--- src/verilog/svop_pkg.sv ---
// Constants, register map and carrier types of the video output port.
// Assumes a single 200 MHz clock that is also the master clock.
`default_nettype none
package svop_pkg;
    // Register byte offsets on the Wishbone bus.
    localparam logic [7:0] SVOP_OFS_VMODE  = 8'h00;
    localparam logic [7:0] SVOP_OFS_HDIV   = 8'h04;
    localparam logic [7:0] SVOP_OFS_STATUS = 8'h08;
    localparam logic [7:0] SVOP_OFS_COLST  = 8'h10;
    // Values after reset.
    localparam logic [19:0] SVOP_VMODE_RST = 20'h00000;
    localparam logic [7:0]  SVOP_HDIV_RST  = 8'h04;
    localparam logic [7:0]  SVOP_COLST_RST = 8'h00;
    // Fewest clk cycles per horizontal clock period.
    localparam logic [7:0]  SVOP_HDIV_MIN  = 8'h04;
    // Fixed part of the first-pixel delay in slave mode, in clk cycles.
    localparam logic [8:0]  SVOP_ROW_BASE  = 9'h07C;
    // Cycles spent in the trigger synchroniser and edge detector.
    localparam logic [8:0]  SVOP_SYNC_LAT  = 9'h002;
    // Sync pulse length in horizontal clock periods.
    localparam logic [2:0]  SVOP_PULSE_LEN = 3'h4;

    // Fields of the video mode register, highest bit first.
    typedef struct packed {
        logic       fr_trig_low;   // Bit 19: frame trigger active low.
        logic       row_trig_low;  // Bit 18: row trigger active low.
        logic       slave;         // Bit 17: sync pins become triggers.
        logic       tri_unused;    // Bit 16: float pins the map leaves.
        logic [1:0] width;         // 15:14: 0 = 12, 1 = 10, 2/3 = 8 bits.
        logic [1:0] shift;         // 13:12: digital gain by left shift.
        logic [3:0] dummy;         // 11:8: dummy words before each row.
        logic       odd_even;      // Bit 7: frame sync shows the field.
        logic       vs_act_high;   // Bit 6: frame sync active high.
        logic       vs_pulse;      // Bit 5: frame sync pulse mode.
        logic       hs_act_low;    // Bit 4: row sync active low.
        logic       hs_pulse;      // Bit 3: row sync pulse mode.
        logic       edge_fall;     // Bit 2: data on falling clock edge.
        logic       data_ready;    // Bit 1: pixel clock pulses per word.
        logic       out_disable;   // Bit 0: output_disable_bit.
    } svop_vmode_t;

    // One word from the internal pixel framer with its row markers.
    typedef struct packed {
        logic        sof;
        logic        sor;
        logic        eol;
        logic        eof;
        logic        odd;
        logic [11:0] data;
    } svop_pix_t;

    typedef enum logic [1:0] {
        SVOP_IDLE   = 2'b00,
        SVOP_DUMMY  = 2'b01,
        SVOP_ACTIVE = 2'b10,
        SVOP_HTAIL  = 2'b11
    } svop_state_t;
endpackage
`default_nettype wire

--- src/verilog/svop_port.sv ---
// Video output port: pixel bus, pixel clock, row and frame sync pins.
// Assumes clk is the master clock; pixel words come from logic on clk.
//
// The Wishbone register port and the register addresses were decided locally.
`default_nettype none
// What this block does
// - Drive 12-bit data with three sync signals.
// - Master mode after reset; slave by configuration.
// - Disable bit floats the whole data bus.
// - Shift switch maps pixel word onto pins.
// - Optionally float pins the mapping leaves unused.
// - Free-running clock with data on launch edge.
// - Data-ready clock pulses once per valid word.
// - Defaults: free running, rising launch, one hclk.
// - Configuration picks rising or falling launch edge.
// - Level row sync spans row, clock aligned.
// - Row sync active high by default.
// - Pulse row sync at row end, four hclk.
// - Zero to fifteen dummy words before rows.
// - Level frame sync spans the frame.
// - Pulse frame sync at frame end, four hclk.
// - Frame sync active low by default.
// - Odd/even mode shows field on frame sync.
// - Slave mode: sync pins become trigger inputs.
// - First pixel 124 plus column start after trigger.
// - Row trigger polarity programmable, default high.
// - Frame trigger resets the row address counter.
// - All timing runs from the master clock.
// - Column start register at 10h, reset 00h.
module svop_port
    import svop_pkg::*;
(
    // Clock and reset.
    input  wire logic        clk,
    input  wire logic        rst_b,
    // Wishbone slave.
    input  wire logic        wb_cyc_i,
    input  wire logic        wb_stb_i,
    input  wire logic        wb_we_i,
    input  wire logic [7:0]  wb_adr_i,
    input  wire logic [3:0]  wb_sel_i,
    input  wire logic [31:0] wb_dat_i,
    output var  logic [31:0] wb_dat_o,
    output var  logic        wb_ack_o,
    // Pixel framer side.
    input  wire logic        pix_vld,
    input  wire svop_pix_t   pix,
    output var  logic        pix_take,
    output var  logic        row_go,
    output var  logic        frame_rst,
    // Video pins.
    output var  logic [11:0] vid_d_o,
    output var  logic [11:0] vid_d_oe,
    output var  logic        pclk_o,
    output var  logic        hsync_o,
    output var  logic        hsync_oe,
    input  wire logic        hsync_i,
    output var  logic        vsync_o,
    output var  logic        vsync_oe,
    input  wire logic        vsync_i
);
    svop_vmode_t vmode_q;
    logic [7:0]  hdiv_q;
    logic [7:0]  colst_q;
    logic [7:0]  hcnt_q;
    logic        tick;
    logic        half;
    svop_state_t st_q;
    logic [3:0]  dcnt_q;
    logic [11:0] word_q;
    logic        wvld_q;
    logic        row_on_q;
    logic        frame_on_q;
    logic        odd_q;
    logic [2:0]  htail_q;
    logic [2:0]  vtail_q;
    logic        launch_lvl;
    logic        start_row;
    logic [1:0]  rt_sync_q;
    logic [1:0]  ft_sync_q;
    logic        rt_prev_q;
    logic        ft_prev_q;
    logic        rt_act;
    logic        ft_act;
    logic [8:0]  rcnt_q;
    logic [8:0]  row_delay;
    logic        feof_q;

    // Merge a write into a register honouring the byte enables.
    function automatic logic [31:0] wmerge(input logic [31:0] old,
                                           input logic [31:0] nw,
                                           input logic [3:0]  sel);
        logic [31:0] r;
        r = old;
        for (int i = 0; i < 4; i++) begin
            if (sel[i]) begin
                r[i*8 +: 8] = nw[i*8 +: 8];
            end
        end
        return r;
    endfunction

    // Pin mask of the bits the selected receiver width uses.
    function automatic logic [11:0] used_mask(input logic [1:0] w);
        case (w)
            2'h0:    used_mask = 12'hFFF;
            2'h1:    used_mask = 12'hFFC;
            default: used_mask = 12'hFF0;
        endcase
    endfunction

    logic wb_req;
    assign wb_req = wb_cyc_i && wb_stb_i && !wb_ack_o;

    // Bus answer: one wait state, ack for exactly one cycle.
    always_ff @(posedge clk or negedge rst_b) begin
        if (!rst_b) begin
            wb_ack_o <= 1'b0;
            wb_dat_o <= 32'h00000000;
        end else begin
            wb_ack_o <= wb_req;
            case (wb_adr_i)
                SVOP_OFS_VMODE:  wb_dat_o <= {12'h000, vmode_q};
                SVOP_OFS_HDIV:   wb_dat_o <= {24'h000000, hdiv_q};
                SVOP_OFS_STATUS: wb_dat_o <= {26'h0000000, st_q,
                                              rcnt_q != 9'h000, odd_q,
                                              frame_on_q, row_on_q};
                SVOP_OFS_COLST:  wb_dat_o <= {24'h000000, colst_q};
                default:         wb_dat_o <= 32'h00000000;
            endcase
        end
    end

    // Register writes; unmapped addresses are acknowledged and ignored.
    always_ff @(posedge clk or negedge rst_b) begin
        if (!rst_b) begin
            vmode_q <= SVOP_VMODE_RST;
            hdiv_q  <= SVOP_HDIV_RST;
            colst_q <= SVOP_COLST_RST;
        end else if (wb_req && wb_we_i) begin
            case (wb_adr_i)
                SVOP_OFS_VMODE: vmode_q <= 20'(wmerge({12'h000, vmode_q},
                                          wb_dat_i, wb_sel_i));
                SVOP_OFS_HDIV:  hdiv_q <= 8'(wmerge({24'h000000, hdiv_q},
                                          wb_dat_i, wb_sel_i));
                SVOP_OFS_COLST: colst_q <= 8'(wmerge({24'h000000, colst_q},
                                          wb_dat_i, wb_sel_i));
                default: ;
            endcase
        end
    end

    // Horizontal clock divider; every slower rate is an enable pulse.
    // Short settings are clamped so the framer has time to advance.
    always_ff @(posedge clk or negedge rst_b) begin
        if (!rst_b) begin
            hcnt_q <= 8'h00;
        end else if (hcnt_q + 8'h01 >= hdiv_q &&
                     hcnt_q + 8'h01 >= SVOP_HDIV_MIN) begin
            hcnt_q <= 8'h00;
        end else begin
            hcnt_q <= hcnt_q + 8'h01;
        end
    end
    assign tick       = (hcnt_q == 8'h00);
    assign half       = (hcnt_q == (hdiv_q < SVOP_HDIV_MIN ?
                                    SVOP_HDIV_MIN : hdiv_q) >> 1);
    assign launch_lvl = !vmode_q.edge_fall;
    assign start_row  = pix_vld && pix.sor &&
                        vtail_q == 3'h0 && htail_q == 3'h0;

    // Row sequencer: dummy words, then real words up to the row end.
    always_ff @(posedge clk or negedge rst_b) begin
        if (!rst_b) begin
            st_q       <= SVOP_IDLE;
            dcnt_q     <= 4'h0;
            word_q     <= 12'h000;
            wvld_q     <= 1'b0;
            row_on_q   <= 1'b0;
            frame_on_q <= 1'b0;
            odd_q      <= 1'b0;
            htail_q    <= 3'h0;
            vtail_q    <= 3'h0;
            feof_q     <= 1'b0;
            pix_take   <= 1'b0;
        end else begin
            pix_take <= 1'b0;
            if (tick) begin
                wvld_q <= 1'b0;
                if (htail_q != 3'h0) begin
                    htail_q <= htail_q - 3'h1;
                end
                if (vtail_q != 3'h0) begin
                    vtail_q <= vtail_q - 3'h1;
                end
                case (st_q)
                    SVOP_IDLE: begin
                        if (start_row && vmode_q.dummy != 4'h0) begin
                            // Row sync rises with the first dummy word.
                            row_on_q <= 1'b1;
                            if (pix.sof) begin
                                frame_on_q <= 1'b1;
                                odd_q      <= pix.odd;
                            end
                            word_q <= 12'h000;
                            wvld_q <= 1'b1;
                            dcnt_q <= vmode_q.dummy - 4'h1;
                            st_q   <= (vmode_q.dummy == 4'h1) ?
                                      SVOP_ACTIVE : SVOP_DUMMY;
                        end else if (start_row) begin
                            st_q <= SVOP_ACTIVE;
                        end
                    end
                    SVOP_DUMMY: begin
                        // The last dummy is loaded here, so the first real
                        // word follows it with no empty period between.
                        word_q <= 12'h000;
                        wvld_q <= 1'b1;
                        dcnt_q <= dcnt_q - 4'h1;
                        if (dcnt_q == 4'h1) begin
                            st_q <= SVOP_ACTIVE;
                        end
                    end
                    SVOP_ACTIVE: begin
                        if (pix_vld) begin
                            word_q   <= pix.data << vmode_q.shift;
                            wvld_q   <= 1'b1;
                            pix_take <= 1'b1;
                            // With no dummies the syncs rise together with
                            // the first real word, not a period ahead.
                            if (pix.sor) begin
                                row_on_q <= 1'b1;
                                if (pix.sof) begin
                                    frame_on_q <= 1'b1;
                                    odd_q      <= pix.odd;
                                end
                            end
                            if (pix.eol) begin
                                st_q <= SVOP_HTAIL;
                            end
                            if (pix.eof) begin
                                feof_q  <= 1'b1;
                                vtail_q <= vmode_q.vs_pulse ?
                                           SVOP_PULSE_LEN : 3'h0;
                            end
                        end
                    end
                    SVOP_HTAIL: begin
                        // The last word launches on this same tick; the
                        // frame level only ends after the frame's last row.
                        row_on_q <= 1'b0;
                        if (feof_q) begin
                            frame_on_q <= 1'b0;
                            feof_q     <= 1'b0;
                        end
                        htail_q <= vmode_q.hs_pulse ?
                                   SVOP_PULSE_LEN : 3'h0;
                        st_q    <= SVOP_IDLE;
                    end
                    default: st_q <= SVOP_IDLE;
                endcase
            end
        end
    end

    // Pixel clock: goes to its launch level with each launched word and
    // back at mid period; in data-ready mode only valid words pulse.
    always_ff @(posedge clk or negedge rst_b) begin
        if (!rst_b) begin
            pclk_o <= 1'b0;
        end else if (tick) begin
            pclk_o <= (!vmode_q.data_ready || wvld_q) ?
                      launch_lvl : !launch_lvl;
        end else if (half) begin
            pclk_o <= !launch_lvl;
        end
    end

    // Data and sync pins load together on the launch edge, so in free-running
    // mode every sync change is aligned to the active pixel clock edge.
    always_ff @(posedge clk or negedge rst_b) begin
        if (!rst_b) begin
            vid_d_o <= 12'h000;
            hsync_o <= 1'b0;
            vsync_o <= 1'b1;
        end else if (tick) begin
            if (wvld_q) begin
                vid_d_o <= word_q;
            end
            hsync_o <= (vmode_q.hs_pulse ? htail_q != 3'h0 : row_on_q)
                       ^ vmode_q.hs_act_low;
            if (vmode_q.odd_even) begin
                vsync_o <= !(odd_q ^ vmode_q.vs_act_high);
            end else begin
                vsync_o <= !((vmode_q.vs_pulse ? vtail_q != 3'h0
                                               : frame_on_q)
                             ^ vmode_q.vs_act_high);
            end
        end
    end

    // Output enables follow configuration every cycle, not per period.
    always_ff @(posedge clk or negedge rst_b) begin
        if (!rst_b) begin
            vid_d_oe <= 12'h000;
            hsync_oe <= 1'b0;
            vsync_oe <= 1'b0;
        end else begin
            vid_d_oe <= vmode_q.out_disable ? 12'h000 :
                        (vmode_q.tri_unused ? used_mask(vmode_q.width)
                                            : 12'hFFF);
            hsync_oe <= !vmode_q.slave;
            vsync_oe <= !vmode_q.slave;
        end
    end

    // Trigger pins cross in through two flip-flops each.
    always_ff @(posedge clk or negedge rst_b) begin
        if (!rst_b) begin
            rt_sync_q <= 2'b00;
            ft_sync_q <= 2'b00;
            rt_prev_q <= 1'b0;
            ft_prev_q <= 1'b0;
        end else begin
            rt_sync_q <= {rt_sync_q[0], hsync_i};
            ft_sync_q <= {ft_sync_q[0], vsync_i};
            rt_prev_q <= rt_act;
            ft_prev_q <= ft_act;
        end
    end
    assign rt_act    = rt_sync_q[1] ^ vmode_q.row_trig_low;
    assign ft_act    = ft_sync_q[1] ^ vmode_q.fr_trig_low;
    assign row_delay = SVOP_ROW_BASE + {1'b0, colst_q} - SVOP_SYNC_LAT;

    // Slave timing: the framer starts a row only when the delay ends.
    // A held trigger is seen once; row_go and frame_rst each pulse for one cycle.
    always_ff @(posedge clk or negedge rst_b) begin
        if (!rst_b) begin
            rcnt_q    <= 9'h000;
            row_go    <= 1'b0;
            frame_rst <= 1'b0;
        end else begin
            row_go    <= 1'b0;
            frame_rst <= vmode_q.slave && ft_act && !ft_prev_q;
            if (vmode_q.slave && rt_act && !rt_prev_q) begin
                rcnt_q <= row_delay;
            end else if (rcnt_q != 9'h000) begin
                rcnt_q <= rcnt_q - 9'h001;
                row_go <= (rcnt_q == 9'h002);
            end
        end
    end

    // Helper for checking: cycles since the last accepted row trigger.
    logic [8:0] since_q;
    always_ff @(posedge clk or negedge rst_b) begin
        if (!rst_b) begin
            since_q <= 9'h000;
        end else if (vmode_q.slave && rt_act && !rt_prev_q) begin
            since_q <= 9'h001;
        end else if (since_q != 9'h1FF) begin
            since_q <= since_q + 9'h001;
        end
    end
endmodule
`default_nettype wire

--- config.mk ---
export PLATFORM = sky130hd
export DESIGN_NAME = svop_port
export DESIGN_NICKNAME = d
export VERILOG_FILES = /design/src/verilog/svop_pkg.sv /design/src/verilog/svop_port.sv
export SDC_FILE = /design/constraint.sdc
export NUM_CORES = 1
export LEC_CHECK = 0
export BUFFER_PORTS_ARGS = -buffer_cell sky130_fd_sc_hd__buf_2
export CORE_MARGIN = 1
export CORE_UTILIZATION = 62
export CTS_BUF_LIST = sky130_fd_sc_hd__clkbuf_8
export CTS_CLUSTER_SIZE = 16
export DETAILED_ROUTE_END_ITERATION = 7
export GPL_TIMING_DRIVEN = 0
export HOLD_SLACK_MARGIN = 0.05
export PLACE_DENSITY = 0.88
export SYNTH_ARGS = -nofsm -noshare
export SYNTH_HDL_FRONTEND = slang
export SYNTH_SLANG_ARGS = --single-unit
--- constraint.sdc ---
create_clock -name clk -period 4 [get_ports clk]
set_input_delay 1 -clock clk [delete_from_list [all_inputs] [get_ports clk]]
set_output_delay 1 -clock clk [all_outputs]
set_load 0.01 [all_outputs]
# Word-level counts from Yosys, hierarchy flattened
# Cells that the tools add are included.
# word_totals
register_bits	152
latch_bits	0
ram_bits	0
romBits	0
input_bits	69
out_inout_bits	65
wordCells	192
n_memories	0
# classes
n_addsub	8
multipliers	0
div	0
order_cmp	3
eq_ne	19
shift	1
n_mux	59
bitwise_logic	5
reduce_logical	53
# ops
op	n
20-bit case mux with 4 select lines	1
12-bit 2-to-1 mux	4
12-bit case mux with 3 select lines	1
1-bit 2-to-1 mux	26
3-bit 2-to-1 mux	8
9-bit 2-to-1 mux	2
3-bit AND reduction	6
8-bit logical NOT	2
8-bit 2-to-1 mux	2
4-bit case mux with 2 select lines	2
5-bit AND reduction	3
2-bit inequality test (second input constant)	7
1-bit logical AND	12
2-bit 2-to-1 mux	6
2-bit nonzero test	6
3-bit nonzero test	4
12-bit by 2-bit left shift with 12-bit output	1
7-bit by 8-bit adder with 9-bit output (first input constant)	1
9-bit by 2-bit == test with 1-bit output (second input constant)	1
1-bit case mux with 3 select lines	3
9-bit nonzero test	1
9-bit by 1-bit subtractor with 9-bit output (second input constant)	1
9-bit by 2-bit subtractor with 9-bit output (second input constant)	1
8-bit by 1-bit adder with 8-bit output (second input constant)	1
other kinds (25)	46

# Longest topological paths before layout
# Gate-level depths: netlist of the first run.
# depth
depth_word	6
ltp_mapped	9
mapped_depth_nobuf	9

# Worst setup path before layout of the first run
# Ideal clock, no wire load.
# synth_timing
kind	input-to-reg
from	input port wb_adr_i[5]
to	register vmode_q[0] (netlist bit)
setup_time_ps	125
arrival_time_ps	2864
t_required_ps	3875
path_slack_ps	1011
stages	7
n_path_buf	2
path_cell_list	or4_1 or3_2 buf_2 nor3_4 and3_1 buf_4 mux2_2
# synth_via
elab_chain_cells	2
# synth_lines
element	line_no	rtl
start: declaration	svop_port.sv:40	input wire logic [7:0] wb_adr_i,
8-bit logical NOT	svop_port.sv:141	case (wb_adr_i)
3-bit AND reduction (no source line)	-	
end signal: assignment	svop_port.sv:142	SVOP_OFS_VMODE: vmode_q <= 20'(wmerge({12'h000, vmode_q},
end: declaration	svop_port.sv:62	svop_vmode_t vmode_q;
# No other way between the ends.
# A chain may end at the register's enable or synchronous reset.

# Worst setup path in the final report of the first run
# layout_timing
from	input port wb_adr_i[5]
to	register vmode_q[3] (netlist bit)
# The elaborated chain is that of the path after synthesis.

==> impl_results.html, run 1 <==
<table>
<tr><th>Metric</th><th>Value</th></tr>
<tr><th colspan="2">GRT</th></tr>
<tr><td>Maximum number of pins on one net before global-route repair</td><td>roughly 110</td></tr>
<tr><td>Initial antenna violation count</td><td>1</td></tr>
<tr><td>Number of global-route vias before repair</td><td>approximately 5.4k</td></tr>
<tr><td>Total track usage</td><td>30.0%</td></tr>
<tr><td>Global route overflow</td><td>0</td></tr>
<tr><td>Global-route wire length before repair</td><td>about 26000 microns</td></tr>
<tr><th colspan="2">Detailed routing</th></tr>
<tr><td>Amount of wire on met2 after detailed routing</td><td>8010 microns</td></tr>
<tr><td>Post-route antenna net violation count</td><td>0</td></tr>
<tr><td>Top layer in use</td><td>met4</td></tr>
<tr><td>DR WL met3</td><td>approximately 900 microns</td></tr>
<tr><td>Number of vias in the routed layout</td><td>about 5.3k</td></tr>
<tr><td>Number of DRC markers after the initial detailed-route iteration</td><td>327</td></tr>
<tr><td>Mean number of vias per cell</td><td>about 5.7</td></tr>
<tr><td>TritonRoute pass-1 iters</td><td>5</td></tr>
<tr><td>M1 WL</td><td>roughly 6500 microns</td></tr>
<tr><td>Wire length per cell after detailed routing</td><td>approximately 17 microns</td></tr>
<tr><td>Total Wirelength</td><td>about 16000 microns</td></tr>
<tr><td>Number of design rule violations left after detail routing</td><td>0</td></tr>
<tr><th colspan="2">Final layout</th></tr>
<tr><td>Layout cell share with drive strength beyond 1</td><td>slightly below 30%</td></tr>
<tr><td>Area added between synthesis and finish</td><td>18.4%</td></tr>
<tr><td>Antenna cell count</td><td>0</td></tr>
<tr><td>Non-Filler Cell Area, Final</td><td>~8000 sq um</td></tr>
<tr><td>Final Net Count</td><td>a little under 900</td></tr>
<tr><td>Number of standard cells in the layout, taps in and fillers out</td><td>around 920</td></tr>
<tr><td>Leading cell type in the layout, fill and taps excluded</td><td>sky130_fd_sc_hd__dfrtp_1</td></tr>
<tr><td>Most frequent cells in the layout</td><td>sky130_fd_sc_hd__dfrtp_1, sky130_fd_sc_hd__buf_2, sky130_fd_sc_hd__nand2_1</td></tr>
<tr><th colspan="2">Placed design</th></tr>
<tr><td>Number of buffers added on ports</td><td>108</td></tr>
<tr><td>Post-placement cell area</td><td>approximately 7500 sq um</td></tr>
<tr><td>Routability congestion estimate from global placement</td><td>between 0.8 and 0.9</td></tr>
<tr><td>Placed wire-length estimate after detailed placement</td><td>11600 microns</td></tr>
<tr><td>Placed cell count</td><td>890</td></tr>
<tr><th colspan="2">Timing</th></tr>
<tr><td>Final clock period utilization by the worst path</td><td>approximately 73%</td></tr>
<tr><td>Transition time at the pin with the least slew margin</td><td>652 ps</td></tr>
<tr><td>Setup_tns</td><td>0 ps</td></tr>
<tr><td>Time the final worst path needs with I/O delays and setup</td><td>~2900 ps</td></tr>
<tr><td>Relative slew margins</td><td>a little under three fifths</td></tr>
<tr><td>Post-route worst hold slack</td><td>roughly 360 ps</td></tr>
<tr><td>Final setup violation count</td><td>0</td></tr>
<tr><td>Setup repair after global routing missed its margin</td><td>no</td></tr>
<tr><td>Maximum frequency from static timing analysis</td><td>~340 MHz</td></tr>
<tr><td>Clock skew</td><td>around 12 ps</td></tr>
<tr><td>Pins Over Slew Limit</td><td>0</td></tr>
<tr><td>Number of hold-slack violations in the final timing report</td><td>0</td></tr>
<tr><th colspan="2">Clock network</th></tr>
<tr><td>Resize count post-CTS</td><td>0</td></tr>
<tr><td>Clock-pin slew on the worst setup and hold paths</td><td>~70 ps</td></tr>
<tr><td>CTS root buf</td><td>sky130_fd_sc_hd__clkbuf_8</td></tr>
<tr><td>Max H-tree Level</td><td>4</td></tr>
<tr><td>Setup Fix Bufs, Post-CTS</td><td>0</td></tr>
<tr><td>CTS tree</td><td>done</td></tr>
<tr><td>Post-cts hold buffer count</td><td>0</td></tr>
<tr><td>Maximum number of buffers from clock root to sink</td><td>2</td></tr>
<tr><td>Total CTS buffers</td><td>17</td></tr>
<tr><td>Clock sink total</td><td>131</td></tr>
<tr><td>Later-pin clock latency in the skew report</td><td>~450 ps</td></tr>
<tr><th colspan="2">Synth</th></tr>
<tr><td>Number of enable-type register cells in the synthesized netlist</td><td>0</td></tr>
<tr><td>Primary FF master, synth</td><td>sky130_fd_sc_hd__dfrtp_1</td></tr>
<tr><td>Post-synthesis async set-or-reset flop share</td><td>100%</td></tr>
<tr><td>Number of distinct library cells after synthesis</td><td>between 50 and 60</td></tr>
<tr><td>Summed instance area of the synthesized netlist</td><td>approximately 6700 sq um</td></tr>
<tr><td>Share of the synthesized area in the top cell type</td><td>between 40 and 50%</td></tr>
<tr><td>Gate count after technology mapping</td><td>approximately 630</td></tr>
<tr><td>Most area-consuming cells after synthesis</td><td>sky130_fd_sc_hd__dfrtp_1, sky130_fd_sc_hd__mux2_2, sky130_fd_sc_hd__mux2i_1</td></tr>
<tr><td>Register area share after synthesis</td><td>between 40% and 50%</td></tr>
<tr><td>Number of synthesis warnings</td><td>0</td></tr>
<tr><td>Most area-hungry cell type in the Yosys netlist</td><td>sky130_fd_sc_hd__dfrtp_1</td></tr>
<tr><td>Number of register bits inferred by synthesis</td><td>between 100 and 150</td></tr>
<tr><td>Average size of a mapped cell</td><td>around 11 sq um</td></tr>
<tr><th colspan="2">Critical path</th></tr>
<tr><td>Critical path start-end classification</td><td>input pin to register</td></tr>
<tr><td>Cells on worst reg2reg path</td><td>9</td></tr>
<tr><td>Start of the worst register-to-register path</td><td>hcnt_q[1]$_DFF_PN0_</td></tr>
<tr><td>CP Data Required Time</td><td>between 4000 and 5000 ps</td></tr>
<tr><td>Max FO, Critical Path</td><td>8</td></tr>
<tr><td>Critical Path Sink Type</td><td>register</td></tr>
<tr><td>Crit path launch</td><td>wb_adr_i[5]</td></tr>
<tr><td>Data arrival time at the worst-slack endpoint</td><td>approximately 3200 ps</td></tr>
<tr><td>Critical Path Source Type</td><td>input pin</td></tr>
<tr><th colspan="2">Floorplanning</th></tr>
<tr><td>Core area</td><td>between 10000 and 15000 sq um</td></tr>
<tr><td>I/O Pins</td><td>134</td></tr>
<tr><td>Die area</td><td>roughly 11000 sq um</td></tr>
<tr><td>Starting density of the core</td><td>roughly 64%</td></tr>
<tr><td>Std-Cell Rows</td><td>37</td></tr>
<tr><td>Vertical extent of the die</td><td>roughly 110 microns</td></tr>
<tr><td>Die Wd</td><td>between 100 and 150 microns</td></tr>
<tr><th colspan="2">Min path</th></tr>
<tr><td>Hold Path Origin</td><td>ft_sync_q[0]$_DFF_PN0_</td></tr>
<tr><td>Number of cells on the worst hold path</td><td>0</td></tr>
<tr><td>Type of the worst min-delay path</td><td>register to register</td></tr>
<tr><th colspan="2">Power and ir drop</th></tr>
<tr><td>Leakage</td><td>3.87 nW</td></tr>
<tr><td>Power after layout</td><td>4.43 mW</td></tr>
<tr><td>Power density of the placed cells</td><td>roughly 560 nW/um^2</td></tr>
<tr><td>VDD IR max</td><td>~0.4 mV</td></tr>
<tr><th colspan="2">Outcome</th></tr>
<tr><td>Status</td><td>finished clean</td></tr>
<tr><th colspan="2">Flow run</th></tr>
<tr><td>Count of maximum capacitance violations</td><td>0</td></tr>
</table>
[cell type report]
class / instances / area [sq um]
plain buffers: 48 / 277
clock buffers: 17 / 234
clock inverters: 15 / 208
fillers: 661 / 2450
inverters: 39 / 146
multi-input cells: 427 / 3030
flip-flops and latches: 131 / 3280
well taps: 136 / 170
repair buffers: 109 / 574
[flip-flops by register name (all words and copies together), names as in the netlist, 4 cells and up]
register and count:
dcnt_q 4, hcnt_q 8, wb_dat_o 20, word_q 12, hdiv_q 8, colst_q 8, rcnt_q 9, vid_d_o 12
vmode_q 20
[stage by stage]
step,utilization (%),setup WS [ps]
after floorplan,-,1010
after global placement,71.7,319
after detailed placement,72.1,678
after CTS,76.3,1110
after global routing,76.3,804
final,76.3,1100
[per-layer routing]
layer  vias up  GRT usage, %
met2       207          52.3
met1      2588          36.2
met5         -             0
li1       2455             -
met3        34          7.24
met4         0          10.9
[critical path, stage by stage]
cell	delay [ps]
sky130_fd_sc_hd__buf_2	90
sky130_fd_sc_hd__or4_1	570
sky130_fd_sc_hd__or3_2	440
sky130_fd_sc_hd__buf_2	180
sky130_fd_sc_hd__nor3_4	200
sky130_fd_sc_hd__and3_1	190
sky130_fd_sc_hd__buf_4	190
sky130_fd_sc_hd__mux2_2	360
[report_power, final]
group	switching [mW]	internal, mW	total [mW]
Clock	0.546	0.684	1.23
Combinational	0.865	0.588	1.45
Sequential	0.186	1.57	1.75
[cell usage after synthesis (9+ instances only)]
library cell	n
sky130_fd_sc_hd__nand3_1	17
sky130_fd_sc_hd__buf_4	23
sky130_fd_sc_hd__ha_1	24
sky130_fd_sc_hd__nor3_1	10
sky130_fd_sc_hd__inv_1	39
sky130_fd_sc_hd__nand2_1	67
sky130_fd_sc_hd__o21ai_0	35
sky130_fd_sc_hd__a22oi_1	9
sky130_fd_sc_hd__nor2_1	22
sky130_fd_sc_hd__clkbuf_1	20
sky130_fd_sc_hd__mux2i_1	33
sky130_fd_sc_hd__mux2_2	45
sky130_fd_sc_hd__xnor2_1	14
sky130_fd_sc_hd__xor2_1	11
sky130_fd_sc_hd__dfrtp_1	129
sky130_fd_sc_hd__a21oi_1	22
sky130_fd_sc_hd__and2_1	9
[path summary, 6_finish.rpt]
path                                           to  slack [ps]
setup reg to reg              hcnt_q[4]$_DFF_PN0_        1110
min in group asynchronous  vmode_q[7]$_DFFE_PN0P_         410
setup / recovery           vmode_q[3]$_DFFE_PN0P_        1100
hold / removal             ft_sync_q[1]$_DFF_PN0_         360
hold reg to reg            ft_sync_q[1]$_DFF_PN0_         360
max in group asynchronous     vsync_o$_DFFE_PN1P_        2830
[cells by family after synthesis]
family | synth area share (%)
and+or+nand+nor | 14.3
DFF | 49.1
AOI/OAI and AO/OA | 9.99
buffers and inverters | 6.32
muxes | 12.5
xor gates and xnor gates | 3.27
adders and majority gates | 4.49
other | 0.0561
(Power assumes the default switching activity.)
==> run 2, diff against run 1 <==
--- a/config.mk
+++ b/config.mk
@@ -7,13 +7,13 @@
 export LEC_CHECK = 0
 export BUFFER_PORTS_ARGS = -buffer_cell sky130_fd_sc_hd__buf_2
 export CORE_MARGIN = 1
-export CORE_UTILIZATION = 62
+export CORE_UTILIZATION = 57
 export CTS_BUF_LIST = sky130_fd_sc_hd__clkbuf_8
 export CTS_CLUSTER_SIZE = 16
 export DETAILED_ROUTE_END_ITERATION = 7
 export GPL_TIMING_DRIVEN = 0
 export HOLD_SLACK_MARGIN = 0.05
-export PLACE_DENSITY = 0.88
+export PLACE_DENSITY = 0.82
 export SYNTH_ARGS = -nofsm -noshare
 export SYNTH_HDL_FRONTEND = slang
 export SYNTH_SLANG_ARGS = --single-unit
==> constraint.sdc (replaced) <==
create_clock -name clk -period 2.8 [get_ports clk]
set_input_delay 0.7 -clock clk [delete_from_list [all_inputs] [get_ports clk]]
set_output_delay 0.7 -clock clk [all_outputs]
set_load 0.01 [all_outputs]
==> run 2 against run 1 <==
Utilization is 7.2 points lower. Global-route usage is 4.0 points lower. Via count is 0.49% lower. Sequential cell count stayed put. Non-clock buffer count is 1 lower. Sequential share of layout area is 0.11 points higher. Count of clock-buffer cells in the layout is 3 higher. Sequential power is 43% higher. First-iteration DRC count is 27% higher. Worst setup slack worse by 990 ps. Clock power is 34% higher. Worst hold slack worse by 170 ps. Critical path type is now register to register. Critical endpoint is now hcnt_q[4]$_DFF_PN0_.
==> impl_results.html, run 2 (same netlist as run 1, synthesis figures left out) <==
<table>
<tr><th>Metric</th><th>Value</th></tr>
<tr><th colspan="2">Outcome</th></tr>
<tr><td>Status</td><td>finished clean</td></tr>
<tr><th colspan="2">Detailed routing</th></tr>
<tr><td>TritonRoute pass-1 iters</td><td>5 (unchanged)</td></tr>
<tr><td>Mean number of vias per cell</td><td>5.67 (-1.0%)</td></tr>
<tr><td>Number of design rule violations left after detail routing</td><td>0 (unchanged)</td></tr>
<tr><td>Post-route antenna net violation count</td><td>0 (unchanged)</td></tr>
<tr><td>Number of vias in the routed layout</td><td>5258 (-0.49%)</td></tr>
<tr><td>Total Wirelength</td><td>15400 microns (-2.4%)</td></tr>
<tr><td>Wire length per cell after detailed routing</td><td>16.6 microns (-2.9%)</td></tr>
<tr><td>Number of DRC markers after the initial detailed-route iteration</td><td>414 (+27%)</td></tr>
<tr><th colspan="2">GRT</th></tr>
<tr><td>Total track usage</td><td>26.0% (-4.0 points)</td></tr>
<tr><td>Number of global-route vias before repair</td><td>5058 (-5.6%)</td></tr>
<tr><td>Global route overflow</td><td>0 (unchanged)</td></tr>
<tr><td>Initial antenna violation count</td><td>0 (-1)</td></tr>
<tr><td>Maximum number of pins on one net before global-route repair</td><td>87 (-19%)</td></tr>
<tr><td>Global-route wire length before repair</td><td>23900 microns (-7.0%)</td></tr>
<tr><th colspan="2">Final layout</th></tr>
<tr><td>Non-Filler Cell Area, Final</td><td>7900 sq um (-0.24%)</td></tr>
<tr><td>Layout cell share with drive strength beyond 1</td><td>29.0% (+0.074 points)</td></tr>
<tr><td>Final Net Count</td><td>865 (-0.12%)</td></tr>
<tr><td>Antenna cell count</td><td>0 (unchanged)</td></tr>
<tr><td>Area added between synthesis and finish</td><td>18.1%</td></tr>
<tr><td>Most frequent cells in the layout</td><td>sky130_fd_sc_hd__dfrtp_1, sky130_fd_sc_hd__buf_2, sky130_fd_sc_hd__nand2_1</td></tr>
<tr><td>Post-layout util</td><td>69.2% (-7.2 points)</td></tr>
<tr><td>Top Registers</td><td>vmode_q: 20 flops, wb_dat_o: 20 flops</td></tr>
<tr><td>Leading cell type in the layout, fill and taps excluded</td><td>sky130_fd_sc_hd__dfrtp_1</td></tr>
<tr><th colspan="2">Critical path</th></tr>
<tr><td>Start of the worst register-to-register path</td><td>hcnt_q[1]$_DFF_PN0_</td></tr>
<tr><td>Capture point of the worst reg-to-reg path</td><td>hcnt_q[4]$_DFF_PN0_</td></tr>
<tr><td>Crit path launch</td><td>hcnt_q[1]$_DFF_PN0_</td></tr>
<tr><td>Most numerous cell on the critical path</td><td>sky130_fd_sc_hd__ha_1</td></tr>
<tr><td>Slowest CP cell</td><td>sky130_fd_sc_hd__dfrtp_1</td></tr>
<tr><td>CP delay by family, top</td><td>compound AO/OA/AOI/OAI gates</td></tr>
<tr><td>Critical path buffer and inverter count</td><td>0 (-3)</td></tr>
<tr><td>Critical Path Sink Type</td><td>register</td></tr>
<tr><td>Critical Path Source Type</td><td>register</td></tr>
<tr><td>Critical path start-end classification</td><td>register to register</td></tr>
<tr><td>Cells along the critical path</td><td>ha_1 -&gt; and2_1 -&gt; nand2_1 -&gt; xnor2_1 -&gt; ha_1 -&gt; a21o_1 -&gt; a221oi_2 -&gt; o211ai_1 -&gt; a21boi_0</td></tr>
<tr><td>Worst reg2reg setup slack</td><td>110 ps (-1000 ps)</td></tr>
<tr><td>Cells on worst reg2reg path</td><td>9 (unchanged)</td></tr>
<tr><td>CP Data Required Time</td><td>3150 ps (-1170 ps)</td></tr>
<tr><td>Max FO, Critical Path</td><td>7 (-1)</td></tr>
<tr><td>Data arrival time at the worst-slack endpoint</td><td>3040 ps (-180 ps)</td></tr>
<tr><td>Max stage delay on crit path</td><td>470 ps (-100 ps)</td></tr>
<tr><th colspan="2">Power and ir drop</th></tr>
<tr><td>Switching Fraction</td><td>35.2% (-0.80 points)</td></tr>
<tr><td>Register share of total power</td><td>40.5% (+1.0 points)</td></tr>
<tr><td>Clock network power share</td><td>26.7% (-1.0 points)</td></tr>
<tr><td>Power density of the placed cells</td><td>785 nW/um^2 (+40%)</td></tr>
<tr><td>Switching power of the nets</td><td>2.18 mW (+37%)</td></tr>
<tr><td>Logic gate share of total power</td><td>32.8% (about the same)</td></tr>
<tr><td>Leakage</td><td>3.87 nW (+0.13%)</td></tr>
<tr><td>Cell internal pwr</td><td>4.01 mW (+41%)</td></tr>
<tr><td>VDD IR max</td><td>0.512 mV (+30%)</td></tr>
<tr><th colspan="2">Clock network</th></tr>
<tr><td>Post-cts hold buffer count</td><td>0 (unchanged)</td></tr>
<tr><td>CTS root buf</td><td>sky130_fd_sc_hd__clkbuf_8</td></tr>
<tr><td>Later-pin clock latency in the skew report</td><td>430 ps (-20 ps)</td></tr>
<tr><td>Maximum number of buffers from clock root to sink</td><td>2 (unchanged)</td></tr>
<tr><td>Max H-tree Level</td><td>4 (unchanged)</td></tr>
<tr><td>Clock sink total</td><td>131 (unchanged)</td></tr>
<tr><td>CTS tree</td><td>done</td></tr>
<tr><td>Total CTS buffers</td><td>17 (unchanged)</td></tr>
<tr><td>Clock-pin slew on the worst setup and hold paths</td><td>70 ps (about the same)</td></tr>
<tr><th colspan="2">Timing</th></tr>
<tr><td>Fin worst setup slack</td><td>113 ps (-987 ps)</td></tr>
<tr><td>Final clock period utilization by the worst path</td><td>96.0%</td></tr>
<tr><td>Time the final worst path needs with I/O delays and setup</td><td>2690 ps</td></tr>
<tr><td>Relative slew margins</td><td>58.2% (+1.7 points)</td></tr>
<tr><td>Maximum frequency from static timing analysis</td><td>372 MHz</td></tr>
<tr><td>Pins Over Slew Limit</td><td>0 (unchanged)</td></tr>
<tr><td>Final setup violation count</td><td>0 (unchanged)</td></tr>
<tr><td>Clock skew</td><td>9.90 ps (-2.03 ps)</td></tr>
<tr><td>Setup repair after global routing missed its margin</td><td>yes</td></tr>
<tr><td>Number of hold-slack violations in the final timing report</td><td>0 (unchanged)</td></tr>
<tr><td>Transition time at the pin with the least slew margin</td><td>627 ps (-24.4 ps)</td></tr>
<tr><th colspan="2">Placed design</th></tr>
<tr><td>Number of buffers added on ports</td><td>108 (unchanged)</td></tr>
<tr><td>Post-placement worst setup slack</td><td>-245 ps (-923 ps)</td></tr>
<tr><td>Placed wire-length estimate after detailed placement</td><td>11600 microns (+0.33%)</td></tr>
<tr><td>Routability congestion estimate from global placement</td><td>0.884 (+2.1%)</td></tr>
<tr><td>Post-placement cell area</td><td>7480 sq um (+0.12%)</td></tr>
<tr><th colspan="2">Floorplanning</th></tr>
<tr><td>Vertical extent of the die</td><td>110 microns (+4.2%)</td></tr>
<tr><td>Std-Cell Rows</td><td>39 (+5.4%)</td></tr>
<tr><td>Starting density of the core</td><td>58.6% (-5.9 points)</td></tr>
<tr><td>I/O Pins</td><td>134 (unchanged)</td></tr>
<tr><td>Die area</td><td>12200 sq um (+8.6%)</td></tr>
<tr><td>Die Wd</td><td>110 microns (+4.2%)</td></tr>
<tr><td>Core area</td><td>11400 sq um (+10%)</td></tr>
<tr><th colspan="2">Min path</th></tr>
<tr><td>Type of the worst min-delay path</td><td>input pin to async pin</td></tr>
<tr><th colspan="2">Flow run</th></tr>
<tr><td>Count of maximum capacitance violations</td><td>0 (unchanged)</td></tr>
</table>
run 2: how the worst max path moves through the flow:
stage	to	cells after the start
3_3_place_gp	vtail_q[2]$_DFFE_PN0P_	1
3_5_place_dp	hdiv_q[7]$_DFFE_PN0P_	6
5_1_grt	hcnt_q[5]$_DFF_PN0_	9
4_1_cts	hcnt_q[4]$_DFF_PN0_	9
6_report	hcnt_q[4]$_DFF_PN0_	9
2_1_floorplan	vmode_q[0]$_DFFE_PN0P_	7
run 2: worst reg2reg max path, stage by stage (launching register included):
cell	delay (ps)
sky130_fd_sc_hd__dfrtp_1	470
sky130_fd_sc_hd__ha_1	270
sky130_fd_sc_hd__and2_1	170
sky130_fd_sc_hd__nand2_1	80
sky130_fd_sc_hd__xnor2_1	240
sky130_fd_sc_hd__ha_1	290
sky130_fd_sc_hd__a21o_1	210
sky130_fd_sc_hd__a221oi_2	370
sky130_fd_sc_hd__o211ai_1	270
sky130_fd_sc_hd__a21boi_0	250
run 2: metal layers:
metal | vias to the layer above | GRT usage, % | wire length, microns
li1 | 2450 | - | -
met1 | 2604 | 32.0 | 6660
met2 | 172 | 44.8 | 7690
met3 | 32 | 4.41 | 667
met4 | 0 | 11.7 | 404
met5 | - | 0 | 0
run 2: power by group through the flow:
| stage | Combinational (mW) | Sequential, mW | Clock, mW |
|---|---|---|---|
| 3_3_place_gp | 1.89 | 2.49 | 0 |
| 5_1_grt | 2.28 | 2.56 | 1.75 |
| 4_1_cts | 2.04 | 2.49 | 1.66 |
| 3_5_place_dp | 2.01 | 2.53 | 0 |
| 2_1_floorplan | 1.41 | 2.50 | 0 |
| 6_report | 2.03 | 2.51 | 1.65 |
run 2: repair_timing:
item | CTS | global route
endpoints found under the setup margin | 0 | 8
setup buffers | 0 | 0
gates resized for setup | 0 | 2
run 2: final cells by class:
type	count	area (sq um)
Sequential cell	131	3280
Fill cell	836	3520
Timing Repair Buffer	109	574
Buffer	47	273
Inverter	39	146
Tap cell	143	179
Multi-Input combinational cell	427	3030
Clock buffer	20	275
Clock inverter	11	135
run 2: stage by stage:
stage | power (mW) | TNS, ps | std cells | hold WS [ps]
CTS | 6.19 | 0 | 928 | 192
global placement | 4.38 | -77630 | 896 | 336
floorplan | 3.90 | 0 | 645 | 331
detailed placement | 4.54 | -6030 | 897 | 341
global route | 6.58 | -82.5 | 927 | 203
finish | 6.20 | 0 | 927 | 189
==> run 3, diff against run 2 <==
--- a/config.mk
+++ b/config.mk
@@ -8,12 +8,12 @@
 export BUFFER_PORTS_ARGS = -buffer_cell sky130_fd_sc_hd__buf_2
 export CORE_MARGIN = 1
 export CORE_UTILIZATION = 57
-export CTS_BUF_LIST = sky130_fd_sc_hd__clkbuf_8
+export CTS_BUF_LIST = sky130_fd_sc_hd__clkbuf_2 sky130_fd_sc_hd__clkbuf_4 sky130_fd_sc_hd__clkbuf_8
 export CTS_CLUSTER_SIZE = 16
 export DETAILED_ROUTE_END_ITERATION = 7
 export GPL_TIMING_DRIVEN = 0
 export HOLD_SLACK_MARGIN = 0.05
-export PLACE_DENSITY = 0.82
+export PLACE_DENSITY_LB_ADDON = 0.2
 export SYNTH_ARGS = -nofsm -noshare
 export SYNTH_HDL_FRONTEND = slang
 export SYNTH_SLANG_ARGS = --single-unit
==> run 3 against run 2 <==
Global-route usage grew 0.47 points. First-iteration DRC count shrank 33%. Power grew 0.70%. Final area grew 0.35%. Register-to-register slack gained 90 ps. Routed wire length shrank 1.2%. Clock skew is essentially flat. Maximum frequency grew 3.6%.
==> impl_results.html, run 3 (same netlist as run 1, synthesis figures left out) <==
<table>
<tr><th>Metric</th><th>Value</th></tr>
<tr><th colspan="2">Critical path</th></tr>
<tr><td>Critical path start-end classification</td><td>register to register</td></tr>
<tr><td>Worst reg2reg setup slack</td><td>210 ps (+90 ps)</td></tr>
<tr><td>Capture point of the worst reg-to-reg path</td><td>hcnt_q[4]$_DFF_PN0_</td></tr>
<tr><td>Critical Path Source Type</td><td>register</td></tr>
<tr><td>Cells along the critical path</td><td>clkbuf_1 -&gt; nand3_1 -&gt; nor2_1 -&gt; xnor2_1 -&gt; ha_1 -&gt; and3_1 -&gt; a221oi_4 -&gt; o211ai_1 -&gt; a21boi_0</td></tr>
<tr><td>Data arrival time at the worst-slack endpoint</td><td>2960 ps (-80 ps)</td></tr>
<tr><td>Critical path buffer and inverter count</td><td>1 (+1)</td></tr>
<tr><td>Max stage delay on crit path</td><td>330 ps (-140 ps)</td></tr>
<tr><td>Critical Path Sink Type</td><td>register</td></tr>
<tr><td>Max FO, Critical Path</td><td>8 (+1)</td></tr>
<tr><td>Start of the worst register-to-register path</td><td>hcnt_q[2]$_DFF_PN0_</td></tr>
<tr><td>Crit path to</td><td>hcnt_q[4]$_DFF_PN0_</td></tr>
<tr><td>CP Data Required Time</td><td>3170 ps (+20 ps)</td></tr>
<tr><td>Crit path launch</td><td>hcnt_q[2]$_DFF_PN0_</td></tr>
<tr><td>Cells on worst reg2reg path</td><td>9 (unchanged)</td></tr>
<tr><td>CP delay by family, top</td><td>compound AO/OA/AOI/OAI gates</td></tr>
<tr><td>Slowest CP cell</td><td>sky130_fd_sc_hd__a221oi_4</td></tr>
<tr><td>Number of cells on the critical path</td><td>9 (unchanged)</td></tr>
<tr><th colspan="2">GRT</th></tr>
<tr><td>Maximum number of pins on one net before global-route repair</td><td>69 (-21%)</td></tr>
<tr><td>Total track usage</td><td>26.5% (+0.47 points)</td></tr>
<tr><td>Global-route wire length before repair</td><td>24000 microns (+0.78%)</td></tr>
<tr><td>Number of global-route vias before repair</td><td>4941 (-2.3%)</td></tr>
<tr><td>Global route overflow</td><td>0 (unchanged)</td></tr>
<tr><td>Initial antenna violation count</td><td>1 (+1)</td></tr>
<tr><th colspan="2">Power and ir drop</th></tr>
<tr><td>Leakage</td><td>3.87 nW (about the same)</td></tr>
<tr><td>VDD IR max</td><td>0.522 mV (+1.9%)</td></tr>
<tr><td>Power density of the placed cells</td><td>787 nW/um^2 (+0.35%)</td></tr>
<tr><th colspan="2">Clock network</th></tr>
<tr><td>Clock-pin slew on the worst setup and hold paths</td><td>70 ps (about the same)</td></tr>
<tr><td>Later-pin clock latency in the skew report</td><td>450 ps (+20 ps)</td></tr>
<tr><td>Total CTS buffers</td><td>17 (unchanged)</td></tr>
<tr><td>CTS root buf</td><td>sky130_fd_sc_hd__clkbuf_8</td></tr>
<tr><td>Clock sink total</td><td>131 (unchanged)</td></tr>
<tr><td>Max H-tree Level</td><td>4 (unchanged)</td></tr>
<tr><td>Post-cts hold buffer count</td><td>0 (unchanged)</td></tr>
<tr><td>Maximum number of buffers from clock root to sink</td><td>2 (unchanged)</td></tr>
<tr><td>CTS tree</td><td>done</td></tr>
<tr><th colspan="2">Placed design</th></tr>
<tr><td>Number of buffers added on ports</td><td>108 (unchanged)</td></tr>
<tr><td>Post-placement worst setup slack</td><td>-252 ps (-7.43 ps)</td></tr>
<tr><td>Placed wire-length estimate after detailed placement</td><td>11300 microns (-2.2%)</td></tr>
<tr><td>Placed cell count</td><td>897 (unchanged)</td></tr>
<tr><td>Routability congestion estimate from global placement</td><td>0.842 (-4.8%)</td></tr>
<tr><th colspan="2">Detailed routing</th></tr>
<tr><td>DR WL met3</td><td>965 microns (+45%)</td></tr>
<tr><td>Number of vias in the routed layout</td><td>5171 (-1.7%)</td></tr>
<tr><td>Wire length per cell after detailed routing</td><td>16.4 microns (-1.3%)</td></tr>
<tr><td>Number of DRC markers after the initial detailed-route iteration</td><td>278 (-33%)</td></tr>
<tr><td>Number of design rule violations left after detail routing</td><td>0 (unchanged)</td></tr>
<tr><td>M1 WL</td><td>6520 microns (-2.1%)</td></tr>
<tr><td>Amount of wire on met2 after detailed routing</td><td>7470 microns (-2.8%)</td></tr>
<tr><td>Mean number of vias per cell</td><td>5.57 (-1.8%)</td></tr>
<tr><td>Total Wirelength</td><td>15200 microns (-1.2%)</td></tr>
<tr><td>TritonRoute pass-1 iters</td><td>4 (-1)</td></tr>
<tr><td>Post-route antenna net violation count</td><td>0 (unchanged)</td></tr>
<tr><td>Top layer in use</td><td>met5</td></tr>
<tr><th colspan="2">Final layout</th></tr>
<tr><td>Area added between synthesis and finish</td><td>18.5%</td></tr>
<tr><td>Final Net Count</td><td>866 (+0.12%)</td></tr>
<tr><td>Layout cell share with drive strength beyond 1</td><td>28.9% (-0.037 points)</td></tr>
<tr><td>Number of filler instances in the final layout</td><td>878 (+5.0%)</td></tr>
<tr><td>FF/Latch Area</td><td>3280 sq um (about the same)</td></tr>
<tr><td>Leading cell type in the layout, fill and taps excluded</td><td>sky130_fd_sc_hd__dfrtp_1</td></tr>
<tr><td>Most frequent cells in the layout</td><td>sky130_fd_sc_hd__dfrtp_1, sky130_fd_sc_hd__buf_2, sky130_fd_sc_hd__nand2_1</td></tr>
<tr><td>Number of standard cells in the layout, taps in and fillers out</td><td>928 (+0.11%)</td></tr>
<tr><td>Total area of multi-input combinational cells</td><td>3040 sq um (+0.37%)</td></tr>
<tr><td>Top Registers</td><td>vmode_q: 20 flops, wb_dat_o: 20 flops</td></tr>
<tr><td>Antenna cell count</td><td>0 (unchanged)</td></tr>
<tr><th colspan="2">Timing</th></tr>
<tr><td>Number of hold-slack violations in the final timing report</td><td>0 (unchanged)</td></tr>
<tr><td>Clock skew</td><td>9.83 ps (-0.0685 ps)</td></tr>
<tr><td>Time the final worst path needs with I/O delays and setup</td><td>2590 ps (-92.3 ps)</td></tr>
<tr><td>Relative slew margins</td><td>55.1% (-3.1 points)</td></tr>
<tr><td>Fin worst setup slack</td><td>205 ps (+92.3 ps)</td></tr>
<tr><td>Post-route worst hold slack</td><td>255 ps (+65.9 ps)</td></tr>
<tr><td>Final clock period utilization by the worst path</td><td>92.7% (-3.3 points)</td></tr>
<tr><td>Pins Over Slew Limit</td><td>0 (unchanged)</td></tr>
<tr><td>Transition time at the pin with the least slew margin</td><td>672 ps (+44.6 ps)</td></tr>
<tr><td>Setup repair after global routing missed its margin</td><td>no</td></tr>
<tr><td>Maximum frequency from static timing analysis</td><td>385 MHz (+3.6%)</td></tr>
<tr><td>Setup_tns</td><td>0 ps (unchanged)</td></tr>
<tr><td>Final setup violation count</td><td>0 (unchanged)</td></tr>
<tr><th colspan="2">Floorplanning</th></tr>
<tr><td>Std-Cell Rows</td><td>39 (unchanged)</td></tr>
<tr><td>Die area</td><td>12200 sq um (unchanged)</td></tr>
<tr><td>Core area</td><td>11400 sq um (unchanged)</td></tr>
<tr><td>I/O Pins</td><td>134 (unchanged)</td></tr>
<tr><td>Starting density of the core</td><td>58.6% (unchanged)</td></tr>
<tr><td>Die Wd</td><td>110 microns (unchanged)</td></tr>
<tr><td>Vertical extent of the die</td><td>110 microns (unchanged)</td></tr>
<tr><th colspan="2">Min path</th></tr>
<tr><td>Type of the worst min-delay path</td><td>input pin to async pin</td></tr>
<tr><th colspan="2">Outcome</th></tr>
<tr><td>Status</td><td>finished clean</td></tr>
<tr><th colspan="2">Flow run</th></tr>
<tr><td>Count of maximum capacitance violations</td><td>0 (unchanged)</td></tr>
</table>
==> run 3: area by class of cell <==
class                           instances  share of cell area [%]
Sequential cell                       131                    41.4
Inverter                               39                    1.85
Timing Repair Buffer                  109                    7.25
Multi-Input combinational cell        427                    38.4
Clock inverter                          9                    1.61
Clock buffer                           22                    3.74
Buffer                                 48                    3.49
Tap cell                              143                    2.26
==> run 3: through the flow <==
| stage | power, mW | util (%) | instance area [sq um] |
|---|---|---|---|
| after floorplan | 3.90 | - | 6730 |
| after global placement | 4.38 | 65.2 | 7450 |
| after detailed placement | 4.51 | 65.5 | 7480 |
| after CTS | 6.24 | 69.3 | 7910 |
| after global routing | 6.66 | 69.4 | 7920 |
| final | 6.24 | 69.4 | 7920 |
==> run 3: worst min-delay path by stage <==
| stage | startpoint | endpoint | slack, ps | depth (start not counted) |
|---|---|---|---|---|
| after floorplan | ft_sync_q[0]$_DFF_PN0_ | ft_sync_q[1]$_DFF_PN0_ | 330 | 0 |
| after global placement | rt_sync_q[0]$_DFF_PN0_ | rt_sync_q[1]$_DFF_PN0_ | 340 | 0 |
| after detailed placement | rt_sync_q[0]$_DFF_PN0_ | rt_sync_q[1]$_DFF_PN0_ | 340 | 0 |
| after CTS | rst_b | rcnt_q[6]$_DFFE_PN0P_ | 270 | 1 |
| after global routing | rst_b | rcnt_q[6]$_DFFE_PN0P_ | 300 | 1 |
| final | rst_b | frame_rst$_DFF_PN0_ | 250 | 1 |
==> run 3: report_power, final <==
| part | total (mW) | internal, mW | switching, mW |
|---|---|---|---|
| sequential | 2.49 | 2.24 | 0.254 |
| combinational | 2.04 | 0.856 | 1.19 |
| clock | 1.70 | 0.975 | 0.729 |
==> run 3: per-layer routing <==
layer	vias to the layer above	GRT usage, %
met5	-	0
met4	2	9.68
met3	27	6.64
met2	180	43.5
met1	2508	33.9
li1	2454	-
==> run 3: worst register-to-register path, cell delays in order (launching register included) <==
cell	delay [ps]
sky130_fd_sc_hd__dfrtp_1	320
sky130_fd_sc_hd__clkbuf_1	280
sky130_fd_sc_hd__nand3_1	220
sky130_fd_sc_hd__nor2_1	180
sky130_fd_sc_hd__xnor2_1	170
sky130_fd_sc_hd__ha_1	310
sky130_fd_sc_hd__and3_1	210
sky130_fd_sc_hd__a221oi_4	330
sky130_fd_sc_hd__o211ai_1	260
sky130_fd_sc_hd__a21boi_0	240
==> run 3: repair_timing <==
| item | 4_1_cts | 5_1_grt |
|---|---|---|
| setup buffers | 0 | 0 |
| pin swaps | 0 | 1 |
| setup endpoints to repair | 6 | 7 |
| gates resized for setup | 1 | 2 |
